[src/panel_consts.svh]
/*
 * Offsets, field positions, reset values and timing counts for the
 * front-panel menu controller. Definitions only; included by the controller
 * module and by the testbench.
 */
`ifndef PANEL_CONSTS_SVH
`define PANEL_CONSTS_SVH

// clock and timing figures in their own units
`define CLK_HZ           20000000
`define BL_TIMEOUT_S     5
`define SETTLE_S         3
`define DEBOUNCE_MS      1
`define TONE_HZ          1000
`define TONE_STEPS       16
`define TONE_STEP_CYC    (`CLK_HZ / (`TONE_HZ * `TONE_STEPS))

// register byte offsets
`define OFS_CTRL         8'h00
`define OFS_STATUS       8'h04
`define OFS_TEMP         8'h08
`define OFS_LEVEL        8'h0c

// settings byte fields (control register and stored image)
`define F_RANGE_LSB      0
`define F_BAND_LSB       2
`define F_BASS           4
`define F_LASER          5
`define F_SIG_LSB        6
`define NVM_SIG          2'h2
`define SET_DEFAULT      8'ha0

// analog codes: 94 percent and 99 percent of full scale, then the three inner tone steps
`define OVR_THRESH       24'h7851eb
`define TONE_PEAK        24'h7eb851
`define TONE_S1          24'h307e40
`define TONE_S2          24'h599b00
`define TONE_S3          24'h751270

`endif

[src/panel_pkg.sv]
/*
 * Types for the front-panel menu controller: screens, settings fields.
 * Assumes panel_consts.svh provides the numeric constants.
 */
package panel_pkg;
   typedef enum logic [6:0] {
      SCR_START   = 7'b0000001,
      SCR_MAIN    = 7'b0000010,
      SCR_LAS_ON  = 7'b0000100,
      SCR_LAS_OFF = 7'b0001000,
      SCR_TEMP    = 7'b0010000,
      SCR_FULL    = 7'b0100000,
      SCR_ZERO    = 7'b1000000
   } screen_e;
   typedef logic [1:0]  range_t;   // 0: 20, 1: 100, 2: 500 mm/s
   typedef logic [1:0]  band_t;    // 0: off, 1: 1k, 2: 5k, 3: 22k
   typedef logic [23:0] sample_t;
endpackage : panel_pkg

[src/panel_menu_ctrl.sv]
/*
 * Front-panel menu controller: two keys, start screen, main menu, service
 * mode, backlight timeout, settings persistence, overrange and level bar,
 * with an AXI4-Lite register slave. Assumes keys and analog samples are
 * synchronous to clk_i and that the settings memory returns its stored byte
 * on nvm_rdata_i from reset release onward.
 */
// Functional notes
// - backlight off after 5 s without keys
// - selection key advances cursor, wraps around
// - change key steps selected value
// - new value applies next cycle, unconfirmed
// - settings saved and restored across power
// - start screen during settling, then main
// - any key ends start screen early
// - main menu: range, band limit, bass cut
// - service screens cycle through five entries
// - leaving service keeps laser state
// - selection key leaves service mode
// - temperature shown in tenths of degree
// - full test tone 1 kHz, 99 percent
// - tone only while its screen shown
// - zero output only on zero screen
// - overrange lit while range exceeded
// - level bar grows with returned light
// - ranges 20, 100, 500 mm/s
// - band limit 1k, 5k, 22k or off
// - overrange at 94 percent full scale
`timescale 1ns/1ns
`include "panel_consts.svh"

module panel_menu_ctrl #(
   parameter int unsigned BL_CYC     = `BL_TIMEOUT_S * `CLK_HZ,
   parameter int unsigned SETTLE_CYC = `SETTLE_S * `CLK_HZ,
   parameter int unsigned DEB_CYC    = `DEBOUNCE_MS * (`CLK_HZ / 1000)
) (
   input  wire logic             clk_i,          // 20 MHz system clock
   input  wire logic             rstn_i,         // async reset, active low
   input  wire logic             key_sel_i,      // selection key, high pressed
   input  wire logic             key_chg_i,      // change key, high pressed
   input  wire panel_pkg::sample_t signal_i,     // velocity sample, signed
   input  wire logic [7:0]       light_i,        // returned light level
   input  wire logic [11:0]      temp_i,         // temperature, 1/16 degC
   input  wire logic [7:0]       nvm_rdata_i,    // stored settings byte
   output logic                  nvm_wr_o,       // store pulse
   output logic [7:0]            nvm_wdata_o,    // byte to store
   output panel_pkg::screen_e    screen_o,       // screen shown
   output logic [1:0]            cursor_o,       // main menu cursor
   output panel_pkg::range_t     range_o,        // velocity range
   output panel_pkg::band_t      upper_band_limit_o, // digital filter
   output logic                  bass_cut_filter_on_o, // analog filter
   output logic                  laser_on_o,     // laser enable
   output logic                  backlight_o,    // backlight enable
   output logic                  overrange_o,    // overrange indicator
   output logic [7:0]            level_bar_o,    // level bar segments
   output logic [15:0]           temp_tenths_o,  // temperature, 0.1 degC
   output panel_pkg::sample_t    aout_o,         // analog output code
   input  wire logic [7:0]       s_axi_awaddr,   // write address
   input  wire logic             s_axi_awvalid,  // write address valid
   output logic                  s_axi_awready,  // write address ready
   input  wire logic [31:0]      s_axi_wdata,    // write data
   input  wire logic [3:0]       s_axi_wstrb,    // write strobes
   input  wire logic             s_axi_wvalid,   // write data valid
   output logic                  s_axi_wready,   // write data ready
   output logic [1:0]            s_axi_bresp,    // write response
   output logic                  s_axi_bvalid,   // write response valid
   input  wire logic             s_axi_bready,   // write response ready
   input  wire logic [7:0]       s_axi_araddr,   // read address
   input  wire logic             s_axi_arvalid,  // read address valid
   output logic                  s_axi_arready,  // read address ready
   output logic [31:0]           s_axi_rdata,    // read data
   output logic [1:0]            s_axi_rresp,    // read response
   output logic                  s_axi_rvalid,   // read data valid
   input  wire logic             s_axi_rready    // read data ready
);
   import panel_pkg::*;

   localparam int unsigned TONE_CYC = `TONE_STEP_CYC;

   // register decode shared by read and write paths
   function automatic logic reg_hit(input logic [7:0] a);
      reg_hit = (a == `OFS_CTRL) || (a == `OFS_STATUS) ||
                (a == `OFS_TEMP) || (a == `OFS_LEVEL);
   endfunction : reg_hit

   // one period of the test tone, quarter wave mirrored
   function automatic sample_t tone_lut(input logic [3:0] i);
      logic [2:0] q;
      sample_t    m;
      q = i[2] ? 3'(4 - {1'b0, i[1:0]}) : {1'b0, i[1:0]};
      unique case (q)
         3'h0: m = 24'h000000;
         3'h1: m = `TONE_S1;
         3'h2: m = `TONE_S2;
         3'h3: m = `TONE_S3;
         default: m = `TONE_PEAK;
      endcase
      tone_lut = i[3] ? 24'(-m) : m;
   endfunction : tone_lut

   screen_e     scr_ff;
   logic [1:0]  cursor_ff;
   logic [7:0]  set_ff;          // range, band, bass, laser packed
   logic [7:0]  last_ff;
   logic        loaded_ff;
   logic [26:0] settle_ff;
   logic [26:0] idle_ff;
   logic [3:0]  tone_idx_ff;
   logic [10:0] tone_cnt_ff;
   logic [1:0]  held;
   logic [1:0]  press;
   logic        sel_p;
   logic        chg_p;
   logic        svc;
   logic [23:0] mag;

   for (genvar g = 0; g < 2; g++) begin : g_key
      logic [26:0] cnt_ff;
      logic        stab_ff;
      logic        prev_ff;
      wire         raw = (g == 0) ? key_sel_i : key_chg_i;
      always_ff @(posedge clk_i or negedge rstn_i) begin
         if (!rstn_i) begin
            cnt_ff  <= 27'h0;
            stab_ff <= 1'b0;
            prev_ff <= 1'b0;
         end else begin
            prev_ff <= stab_ff;
            if (raw == stab_ff) begin
               cnt_ff <= 27'h0;
            end else if (cnt_ff == 27'(DEB_CYC - 1)) begin
               cnt_ff  <= 27'h0;
               stab_ff <= raw;
            end else begin
               cnt_ff <= cnt_ff + 27'h1;
            end
         end
      end
      assign held[g]  = stab_ff;
      assign press[g] = stab_ff & ~prev_ff;
   end

   assign sel_p = press[0];
   assign chg_p = press[1];
   assign svc   = (scr_ff != SCR_START) && (scr_ff != SCR_MAIN);

   // startup settling timer
   always_ff @(posedge clk_i or negedge rstn_i) begin
      if (!rstn_i) begin
         settle_ff <= 27'h0;
      end else if (scr_ff == SCR_START) begin
         settle_ff <= settle_ff + 27'h1;
      end
   end

   // screen state: start, main, service screens
   always_ff @(posedge clk_i or negedge rstn_i) begin
      if (!rstn_i) begin
         scr_ff <= SCR_START;
      end else begin
         unique case (scr_ff)
            SCR_START: if (sel_p || chg_p || settle_ff == 27'(SETTLE_CYC - 1)) begin
               scr_ff <= SCR_MAIN;
            end
            SCR_MAIN: if (sel_p && held[1]) begin
               scr_ff <= SCR_TEMP;
            end
            default: begin
               if (sel_p) begin
                  scr_ff <= SCR_MAIN;
               end else if (chg_p) begin
                  unique case (scr_ff)
                     SCR_LAS_ON:  scr_ff <= SCR_LAS_OFF;
                     SCR_LAS_OFF: scr_ff <= SCR_TEMP;
                     SCR_TEMP:    scr_ff <= SCR_FULL;
                     SCR_FULL:    scr_ff <= SCR_ZERO;
                     default:     scr_ff <= SCR_LAS_ON;
                  endcase
               end
            end
         endcase
      end
   end

   always_ff @(posedge clk_i or negedge rstn_i) begin
      if (!rstn_i) begin
         cursor_ff <= 2'h0;
      end else if (scr_ff == SCR_MAIN && sel_p && !held[1]) begin
         cursor_ff <= (cursor_ff == 2'h2) ? 2'h0 : cursor_ff + 2'h1;
      end
   end

   // settings: restore, key steps, service laser, software writes
   logic       s_axi_bvalid_set;
   logic [5:0] wd_ff;            // write data held after its handshake
   logic       ws_ff;            // low byte strobe held likewise
   wire        wr_go = s_axi_bvalid_set;
   always_ff @(posedge clk_i or negedge rstn_i) begin
      if (!rstn_i) begin
         set_ff    <= `SET_DEFAULT;
         loaded_ff <= 1'b0;
      end else if (!loaded_ff) begin
         loaded_ff <= 1'b1;
         if (nvm_rdata_i[7:6] == `NVM_SIG && nvm_rdata_i[1:0] != 2'h3) begin
            set_ff <= nvm_rdata_i;
         end
      end else if (scr_ff == SCR_MAIN && chg_p && !sel_p) begin
         unique case (cursor_ff)
            2'h0: set_ff[1:0] <= (set_ff[1:0] == 2'h2) ? 2'h0 : set_ff[1:0] + 2'h1;
            2'h1: set_ff[3:2] <= set_ff[3:2] + 2'h1;
            default: set_ff[`F_BASS] <= ~set_ff[`F_BASS];
         endcase
      // laser follows the last service choice
      end else if (scr_ff == SCR_LAS_ON) begin
         set_ff[`F_LASER] <= 1'b1;
      end else if (scr_ff == SCR_LAS_OFF) begin
         set_ff[`F_LASER] <= 1'b0;
      end else if (wr_go && ws_ff && wd_ff[1:0] != 2'h3) begin
         set_ff[5:0] <= wd_ff;
      end
   end

   always_ff @(posedge clk_i or negedge rstn_i) begin
      if (!rstn_i) begin
         last_ff     <= `SET_DEFAULT;
         nvm_wr_o    <= 1'b0;
         nvm_wdata_o <= `SET_DEFAULT;
      end else begin
         last_ff     <= set_ff;
         nvm_wr_o    <= loaded_ff && (set_ff != last_ff);
         nvm_wdata_o <= set_ff;
      end
   end

   always_ff @(posedge clk_i or negedge rstn_i) begin
      if (!rstn_i) begin
         idle_ff     <= 27'h0;
         backlight_o <= 1'b1;
      end else if (sel_p || chg_p) begin
         idle_ff     <= 27'h0;
         backlight_o <= 1'b1;
      end else if (idle_ff == 27'(BL_CYC - 1)) begin
         backlight_o <= 1'b0;
      end else begin
         idle_ff <= idle_ff + 27'h1;
      end
   end

   // tone phase runs only on its screen
   always_ff @(posedge clk_i or negedge rstn_i) begin
      if (!rstn_i) begin
         tone_cnt_ff <= 11'h0;
         tone_idx_ff <= 4'h0;
      end else if (scr_ff != SCR_FULL) begin
         tone_cnt_ff <= 11'h0;
         tone_idx_ff <= 4'h0;
      end else if (tone_cnt_ff == 11'(TONE_CYC - 1)) begin
         tone_cnt_ff <= 11'h0;
         tone_idx_ff <= tone_idx_ff + 4'h1;
      end else begin
         tone_cnt_ff <= tone_cnt_ff + 11'h1;
      end
   end

   always_ff @(posedge clk_i or negedge rstn_i) begin
      if (!rstn_i) begin
         aout_o <= 24'h000000;
      end else if (scr_ff == SCR_FULL) begin
         aout_o <= tone_lut(tone_idx_ff);
      end else if (scr_ff == SCR_ZERO) begin
         aout_o <= 24'h000000;
      end else begin
         aout_o <= signal_i;
      end
   end

   assign mag = signal_i[23] ? 24'(-signal_i) : signal_i;
   always_ff @(posedge clk_i or negedge rstn_i) begin
      if (!rstn_i) begin
         overrange_o <= 1'b0;
      end else begin
         overrange_o <= (mag >= `OVR_THRESH);
      end
   end

   // level bar, one segment per 32 steps of light
   for (genvar s = 0; s < 8; s++) begin : g_bar
      always_ff @(posedge clk_i or negedge rstn_i) begin
         if (!rstn_i) begin
            level_bar_o[s] <= 1'b0;
         end else begin
            level_bar_o[s] <= (light_i[7:5] >= 3'(s)) && (light_i != 8'h00);
         end
      end
   end

   // temperature to tenths of a degree
   always_ff @(posedge clk_i or negedge rstn_i) begin
      if (!rstn_i) begin
         temp_tenths_o <= 16'h0000;
      end else begin
         temp_tenths_o <= 16'(($signed({{4{temp_i[11]}}, temp_i}) * 16'sd10) >>> 4);
      end
   end

   // settings drive the measurement path directly
   assign range_o              = set_ff[1:0];
   assign upper_band_limit_o   = set_ff[3:2];
   assign bass_cut_filter_on_o = set_ff[`F_BASS];
   assign laser_on_o           = set_ff[`F_LASER];
   assign screen_o             = scr_ff;
   assign cursor_o             = cursor_ff;

   // axi write: take address and data in any order, answer after both
   logic       aw_ff;
   logic       w_ff;
   logic [7:0] awa_ff;
   assign s_axi_awready    = !aw_ff && !s_axi_bvalid;
   assign s_axi_wready     = !w_ff && !s_axi_bvalid;
   assign s_axi_bvalid_set = aw_ff && w_ff && !s_axi_bvalid && awa_ff == `OFS_CTRL;
   always_ff @(posedge clk_i or negedge rstn_i) begin
      if (!rstn_i) begin
         aw_ff        <= 1'b0;
         w_ff         <= 1'b0;
         awa_ff       <= 8'h00;
         wd_ff        <= 6'h00;
         ws_ff        <= 1'b0;
         s_axi_bvalid <= 1'b0;
         s_axi_bresp  <= 2'h0;
      end else if (s_axi_bvalid) begin
         if (s_axi_bready) begin
            s_axi_bvalid <= 1'b0;
         end
      end else if (aw_ff && w_ff) begin
         aw_ff        <= 1'b0;
         w_ff         <= 1'b0;
         s_axi_bvalid <= 1'b1;
         s_axi_bresp  <= reg_hit(awa_ff) ? 2'h0 : 2'h2;
      end else begin
         if (s_axi_awvalid && !aw_ff) begin
            aw_ff  <= 1'b1;
            awa_ff <= s_axi_awaddr;
         end
         if (s_axi_wvalid && !w_ff) begin
            w_ff  <= 1'b1;
            wd_ff <= s_axi_wdata[5:0];
            ws_ff <= s_axi_wstrb[0];
         end
      end
   end

   // axi read: one beat, answer the cycle after the address
   assign s_axi_arready = !s_axi_rvalid;
   always_ff @(posedge clk_i or negedge rstn_i) begin
      if (!rstn_i) begin
         s_axi_rvalid <= 1'b0;
         s_axi_rdata  <= 32'h0;
         s_axi_rresp  <= 2'h0;
      end else if (s_axi_rvalid) begin
         if (s_axi_rready) begin
            s_axi_rvalid <= 1'b0;
         end
      end else if (s_axi_arvalid) begin
         s_axi_rvalid <= 1'b1;
         s_axi_rresp  <= reg_hit(s_axi_araddr) ? 2'h0 : 2'h2;
         unique case (s_axi_araddr)
            `OFS_CTRL:   s_axi_rdata <= {26'h0, set_ff[5:0]};
            `OFS_STATUS: s_axi_rdata <= {19'h0, laser_on_o, backlight_o, overrange_o,
                                         cursor_ff, 1'b0, scr_ff};
            `OFS_TEMP:   s_axi_rdata <= {{16{temp_tenths_o[15]}}, temp_tenths_o};
            `OFS_LEVEL:  s_axi_rdata <= {24'h0, level_bar_o};
            default:     s_axi_rdata <= 32'h0;
         endcase
      end
   end
endmodule : panel_menu_ctrl

[config.mk]
export PLATFORM = sky130hd
export DESIGN_NAME = panel_menu_ctrl
export DESIGN_NICKNAME = d
export VERILOG_FILES = /design/src/panel_pkg.sv /design/src/panel_menu_ctrl.sv
export VERILOG_INCLUDE_DIRS = /design/src
export SDC_FILE = /design/constraint.sdc
export NUM_CORES = 1
export LEC_CHECK = 0
export ABC_AREA = 1
export BUFFER_PORTS_ARGS = -buffer_cell sky130_fd_sc_hd__buf_2
export CAP_MARGIN = 40
export CORE_MARGIN = 2
export CORE_UTILIZATION = 43
export CTS_CLUSTER_DIAMETER = 120
export DETAILED_ROUTE_END_ITERATION = 8
export PLACE_DENSITY_LB_ADDON = 0.3
export SLEW_MARGIN = 15
export SYNTH_ARGS = -nofsm -noshare
export SYNTH_HDL_FRONTEND = slang
export SYNTH_SLANG_ARGS = --single-unit
[constraint.sdc]
create_clock -name clk_i -period 1.9 [get_ports clk_i]
set_input_delay 0.095 -clock clk_i [delete_from_list [all_inputs] [get_ports clk_i]]
set_output_delay 0.095 -clock clk_i [all_outputs]
set_load 0.01 [all_outputs]
**After elaboration in Yosys (flattened, before gate mapping)**

Index checks and enable logic that the tools add are counted.

- $mul: 1
- Add/sub/neg operators: 12
- Reductions and logical operators: 64
- Muxes and demuxes: 52
- Magnitude comparators: 9
- Equality and inequality tests: 42
- Bitwise logic cells: 11

Operators with widths:

| cell | count |
|---|---|
| $mux W27 | 6 |
| $pmux W32 S4 | 1 |
| $mux W24 | 5 |
| $add A27 B1 Y27 const B | 4 |
| $pmux W23 S4 | 1 |
| $eq A27 B15 Y1 const B | 2 |
| $neg A24 Y24 | 2 |
| $eq A8 B4 Y1 const B | 4 |
| $mux W7 | 4 |
| $pmux W7 S4 | 1 |
| $eq A27 B26 Y1 const B | 1 |
| $eq A27 B27 Y1 const B | 1 |
| $ge A24 B23 Y1 const B | 1 |
| $logic_and A1 B1 Y1 | 24 |
| $mux W11 | 2 |
| $mux W6 | 3 |
| $eq A8 B3 Y1 const B | 2 |
| $logic_not A8 Y1 | 2 |
| $mux W1 | 16 |
| $mul A12 B4 Y15 const B | 1 |
| $mux W5 | 3 |
| $reduce_and A5 Y1 | 3 |
| $pmux W7 S2 | 1 |
| $reduce_and A2 Y1 | 7 |
| other kinds (42) | 94 |

- Register bits after elaboration: 255
- Output and inout port bits: 115

**Logic depth before layout (Yosys ltp)**

- Word-level depth: 10
- Depth in mapped cells: 15
- Mapped depth without buffers: 15

**Worst setup path after synthesis**

No wires, ideal clock.

- Path kind: register to register
- Start point: register tone_idx_ff[0]
- End point: register aout_o[16]
- Setup time: 0.127 ns
- Required time: 1.773 ns
- Path buffers: 0
- Arrival time: 1.872 ns
- Period minus slack after synthesis: 1.999 ns
- Path slack: -0.099 ns
- Stages on the path, launching flop included: 14
- Path through: dfrtp_1 inv_1 ha_1 nand2_1 o21ai_0 inv_1 nand2_1 nand2_1 ha_1 nand2_1 o21ai_0 nand2_1 nand3_1 o21ai_0

- Cells in the longest elaborated chain, start to end: 8

Ends and longest elaborated chain:

| what | RTL line | text |
|---|---|---|
| start, declared | panel_menu_ctrl.sv:108 | `logic [3:0] tone_idx_ff;` |
| start signal, assigned | panel_menu_ctrl.sv:259 | `tone_idx_ff <= tone_idx_ff + 4'h1;` |
| $sub A3 B2 Y3 | panel_menu_ctrl.sv:90 | `q = i[2] ? 3'(4 - {1'b0, i[1:0]}) : {1'b0, i[1:0]};` |
| $mux W3 * | panel_menu_ctrl.sv:90 |  |
| $eq A3 B2 Y1 (tied with other cells) | panel_menu_ctrl.sv:91 | `unique case (q)` |
| $pmux W23 S4 * | panel_menu_ctrl.sv:91 |  |
| $mux W24 * | panel_menu_ctrl.sv:268 | `end else if (scr_ff == SCR_FULL) begin` |
| $neg A24 Y24 | panel_menu_ctrl.sv:98 | `tone_lut = i[3] ? 24'(-m) : m;` |
| $mux W24 * | panel_menu_ctrl.sv:98 |  |
| $mux W24 * | panel_menu_ctrl.sv:268 |  |
| end signal, assigned | panel_menu_ctrl.sv:269 | `aout_o <= tone_lut(tone_idx_ff);` |
| end signal, assigned | panel_menu_ctrl.sv:273 | `aout_o <= signal_i;` |
| end, declared | panel_menu_ctrl.sv:57 | `output panel_pkg::sample_t aout_o,` |

Mark *: on every way between the ends. The rest lies on a longest branch, timed or not. The select of a mux whose other input is x is not followed.
A chain may end at the register's enable or synchronous reset.

**Worst setup path after layout**

- Start point: register g_key[1].cnt_ff[0]
- End point: register g_key[1].cnt_ff[19]

- Cells in the longest elaborated chain, start to end: 3

Ends and longest elaborated chain:

| what | RTL line | text |
|---|---|---|
| start, declared | panel_menu_ctrl.sv:118 | `logic [26:0] cnt_ff;` |
| start signal, assigned | panel_menu_ctrl.sv:135 | `cnt_ff <= cnt_ff + 27'h1;` |
| $add A27 B1 Y27 or $eq A27 B15 Y1 (tied branches) | panel_menu_ctrl.sv:135, panel_menu_ctrl.sv:131 |  |
| $mux W27 * | panel_menu_ctrl.sv:131 | `end else if (cnt_ff == 27'(DEB_CYC - 1)) begin` |
| $mux W27 * | panel_menu_ctrl.sv:129 | `if (raw == stab_ff) begin` |

Mark *: on every way between the ends. The rest lies on a longest branch, timed or not.

==> results.sh <==
export IMPL_cts_tree="done"
export IMPL_cts_reportedPaths_clkPinSlew_ps=60
export IMPL_ys_types=52
export IMPL_r2r_start="g_key[1].cnt_ff[0]$_DFF_PN0_"
export IMPL_crit_required_ps=2320
export IMPL_diodes=0
export IMPL_crit_path_end_kind="flip-flop"
export IMPL_slowest_stage="dfrtp_1"
export IMPL_avgRoutedWirePerCell_microns=15.0
export IMPL_rows=63
export IMPL_fmax_mhz=532
export IMPL_reg2reg_depth=11
export IMPL_gp_congestion=0.893
export IMPL_vias=12195
export IMPL_skew_ps=15.0
export IMPL_h_tree_depth=1
export IMPL_syn_cell_area_sq_um=13100
export IMPL_numCtsBuffers=27
export IMPL_r2r_slack_ps=20
export IMPL_drt_iter0_markers=730
export IMPL_clock_latency_ps=530
export IMPL_fin_nets=2097
export IMPL_hold_worst_slack_ps=28.6
export IMPL_postSynthCellCount=1637
export IMPL_yosysSeqAreaShare=0.451
export IMPL_slew_viol_final=0
export IMPL_track_usage=0.223
export IMPL_status="complete, no violations"
export IMPL_crit_family="simple AND/OR/NAND/NOR gates"
export IMPL_synth_area_per_cell_sq_um=7.98
export IMPL_async_flop_share=1.00
export IMPL_cpPeakStageDelay_ps=400
export IMPL_die_x_microns=178
export IMPL_layout_commonest_cell="nand2_1"
export IMPL_placed_cells=2237
export IMPL_path_class="reg -> reg"
export IMPL_rsz0062_at_grt="true"
export IMPL_cp_arrival_ps=2300
export IMPL_finalSetupViolCount=0
export IMPL_area_growth_pct=27.9
export IMPL_fp_dieH_microns=178
export IMPL_hpwl_microns=26100
export IMPL_ys_seq_elements=235
export IMPL_grt_pass1_vias=11809
export IMPL_p_per_area_nw_per_um2=873
export IMPL_initial_core_util=0.439
export IMPL_grt_pass1_wl_microns=57500
export IMPL_drtPass1Iterations=5
export IMPL_worstHoldStart="s_axi_araddr[5]"
export IMPL_layout_drive_gt1_share=0.227
export IMPL_synth_ff_type="dfrtp_1"
export IMPL_leakage_nw=8.12
export IMPL_drt_total_wl_microns=35500
export IMPL_finalPower_mw=14.6
export IMPL_io_pins=228
export IMPL_dieArea_sq_um=31800
export IMPL_worst_ir_drop_vdd_v=0.000515
export IMPL_port_buffers=196
export IMPL_viasPerCell=5.16
export IMPL_finalHoldViolCount=0
export IMPL_relSlewSlack=0.602
export IMPL_synth_edff_count=0
export IMPL_hp_class="in -> reg"
export IMPL_grt_max_degree=57
export IMPL_max_clock_path_buffers=3
export IMPL_worst_hold_path_num_cells=5
export IMPL_fin_cells=2363
export IMPL_tightest_slew_ps=596
export IMPL_drc=0
export IMPL_crit_top_cell="nand2_2"
export IMPL_min_period_over_period=0.989
export IMPL_ant_nets=0
export IMPL_startpoint="g_key[1].cnt_ff[0]$_DFF_PN0_"
export IMPL_drv_cap=0
export IMPL_grt_antenna_before_repair=0
export IMPL_path_cells="ha_4, nand2_2, nor2_4, nand2_2, nor3_2, nand4_1, nand2_2, buf_12, clkinvlp_4, o21ai_0, a21oi_1"
export IMPL_cp_start_kind="flip-flop"
export IMPL_clkSinkCount=235
export IMPL_nFillCells=2696
export IMPL_root_buffer="clkbuf_16"
export IMPL_crit_path_max_fanout=5
export IMPL_min_period_ps=1880
export IMPL_grt_overflow_total=0
export IMPL_cp_buffers_inverters=2
export IMPL_yosysWarnings=0
export IMPL_crit_cells=11
export IMPL_layout_common_cells="348 x nand2_1, 227 x dfrtp_1, 195 x inv_1, 195 x buf_2, 177 x nor2_1"
export IMPL_core_sq_um=29800
export IMPL_utilization=0.561
report_power, final:
| part | internal [mW] | switching [mW] | leakage (nW) |
|---|---|---|---|
| registers | 5.56 | 0.401 | 3.07 |
| clock network | 3.40 | 2.12 | 0.466 |
| logic | 1.28 | 1.84 | 4.59 |
per-layer routing:
layer / up-vias / global-route usage / routed length, microns
met5: - / 0 / 0
met4: 0 / 0.0654 / 951
met3: 64 / 0.0424 / 2090
met2: 340 / 0.362 / 16700
met1: 5805 / 0.302 / 15800
li1: 5986 / - / -
cell type report:
class | instances | area [sq um] | share of cell area
clock buffers | 35 | 766 | 0.0458
clock inverters | 14 | 195 | 0.0117
inverters | 209 | 796 | 0.0476
multi-input cells | 1146 | 6340 | 0.379
flip-flops and latches | 235 | 5890 | 0.352
well taps | 390 | 488 | 0.0292
repair buffers | 333 | 2240 | 0.134
repair inverters | 1 | 7.51 | 0.000449
through the flow:
| stage | instance area, sq um | setup TNS [ps] | setup slack, ps |
|---|---|---|---|
| 6_report | 16700 | 0 | 20.8 |
| 5_1_grt | 16700 | -988 | -78.6 |
| 4_1_cts | 16300 | 0 | 13.8 |
| 3_5_place_dp | 14800 | 0 | 1.64 |
| 3_3_place_gp | 14800 | 0 | 39.9 |
| 2_1_floorplan | 13100 | 0 | 29.3 |
worst reg2reg max path, cell delays in order (launching register included):
cell        delay, ps
dfrtp_1           400
ha_4              160
nand2_2            80
nor2_4            170
nand2_2            90
nor3_2            120
nand4_1           180
nand2_2           170
buf_12            120
clkinvlp_4        130
o21ai_0           100
a21oi_1            50
sequential cells by signal (all words and copies together) (netlist names), 4 cells and up:
register       cells
level_bar_o        8
wd_ff              6
screen_o           7
last_ff            8
idle_ff           27
set_ff             8
s_axi_rdata       14
tone_idx_ff        4
settle_ff         27
tone_cnt_ff       11
temp_tenths_o     12
awa_ff             8
aout_o            24
g_key.cnt_ff      54
final timing paths:
kind | to
min | s_axi_rresp[1]$_DFFE_PN0P_
min reg2reg | last_ff[7]$_DFF_PN1_
max in group asynchronous | screen_o[0]$_DFFE_PN1P_
max reg2reg | g_key[1].cnt_ff[19]$_DFF_PN0_
max | g_key[1].cnt_ff[19]$_DFF_PN0_
min in group asynchronous | s_axi_rresp[1]$_DFFE_PN0P_
synthesized netlist by cell type (9+ instances only):
cell / count / area share
buf_4: 29 / 0.017
nor3_1: 62 / 0.024
dfrtp_1: 229 / 0.44
mux2_2: 17 / 0.015
xnor2_1: 15 / 0.010
a21oi_1: 55 / 0.021
nor2_1: 185 / 0.053
nand2_1: 363 / 0.10
nor2_4: 9 / 0.0078
inv_1: 203 / 0.058
o21ai_0: 87 / 0.033
xor2_1: 57 / 0.038
nor4_1: 21 / 0.010
ha_1: 30 / 0.029
nand4_1: 51 / 0.024
nand3_1: 100 / 0.038
buf_2: 9 / 0.0034
logic make-up (layout without fill, tap and decap cells):
family | Yosys count | in the layout | synth area share
simple gates | 835 | 835 | 0.292
buf+inv | 257 | 592 | 0.0831
flops | 235 | 235 | 0.451
compound gates | 188 | 188 | 0.0811
xor+xnor | 72 | 72 | 0.0482
fa+ha+maj | 31 | 31 | 0.0303
mux | 17 | 17 | 0.0146
other cells | 2 | 3 | 0.000575
what timing repair did:
| item | in CTS | in global routing |
|---|---|---|
| hold buffers | 62 | 0 |
| resized for setup | 1 | 78 |
| endpoints found under the hold margin | 297 | 0 |
| setup endpoints to repair | 2 | 65 |
| setup buffers | 0 | 14 |
| gates cloned | 0 | 1 |
| pin swaps | 0 | 27 |
Note: power is estimated with default switching activity, not from simulation.
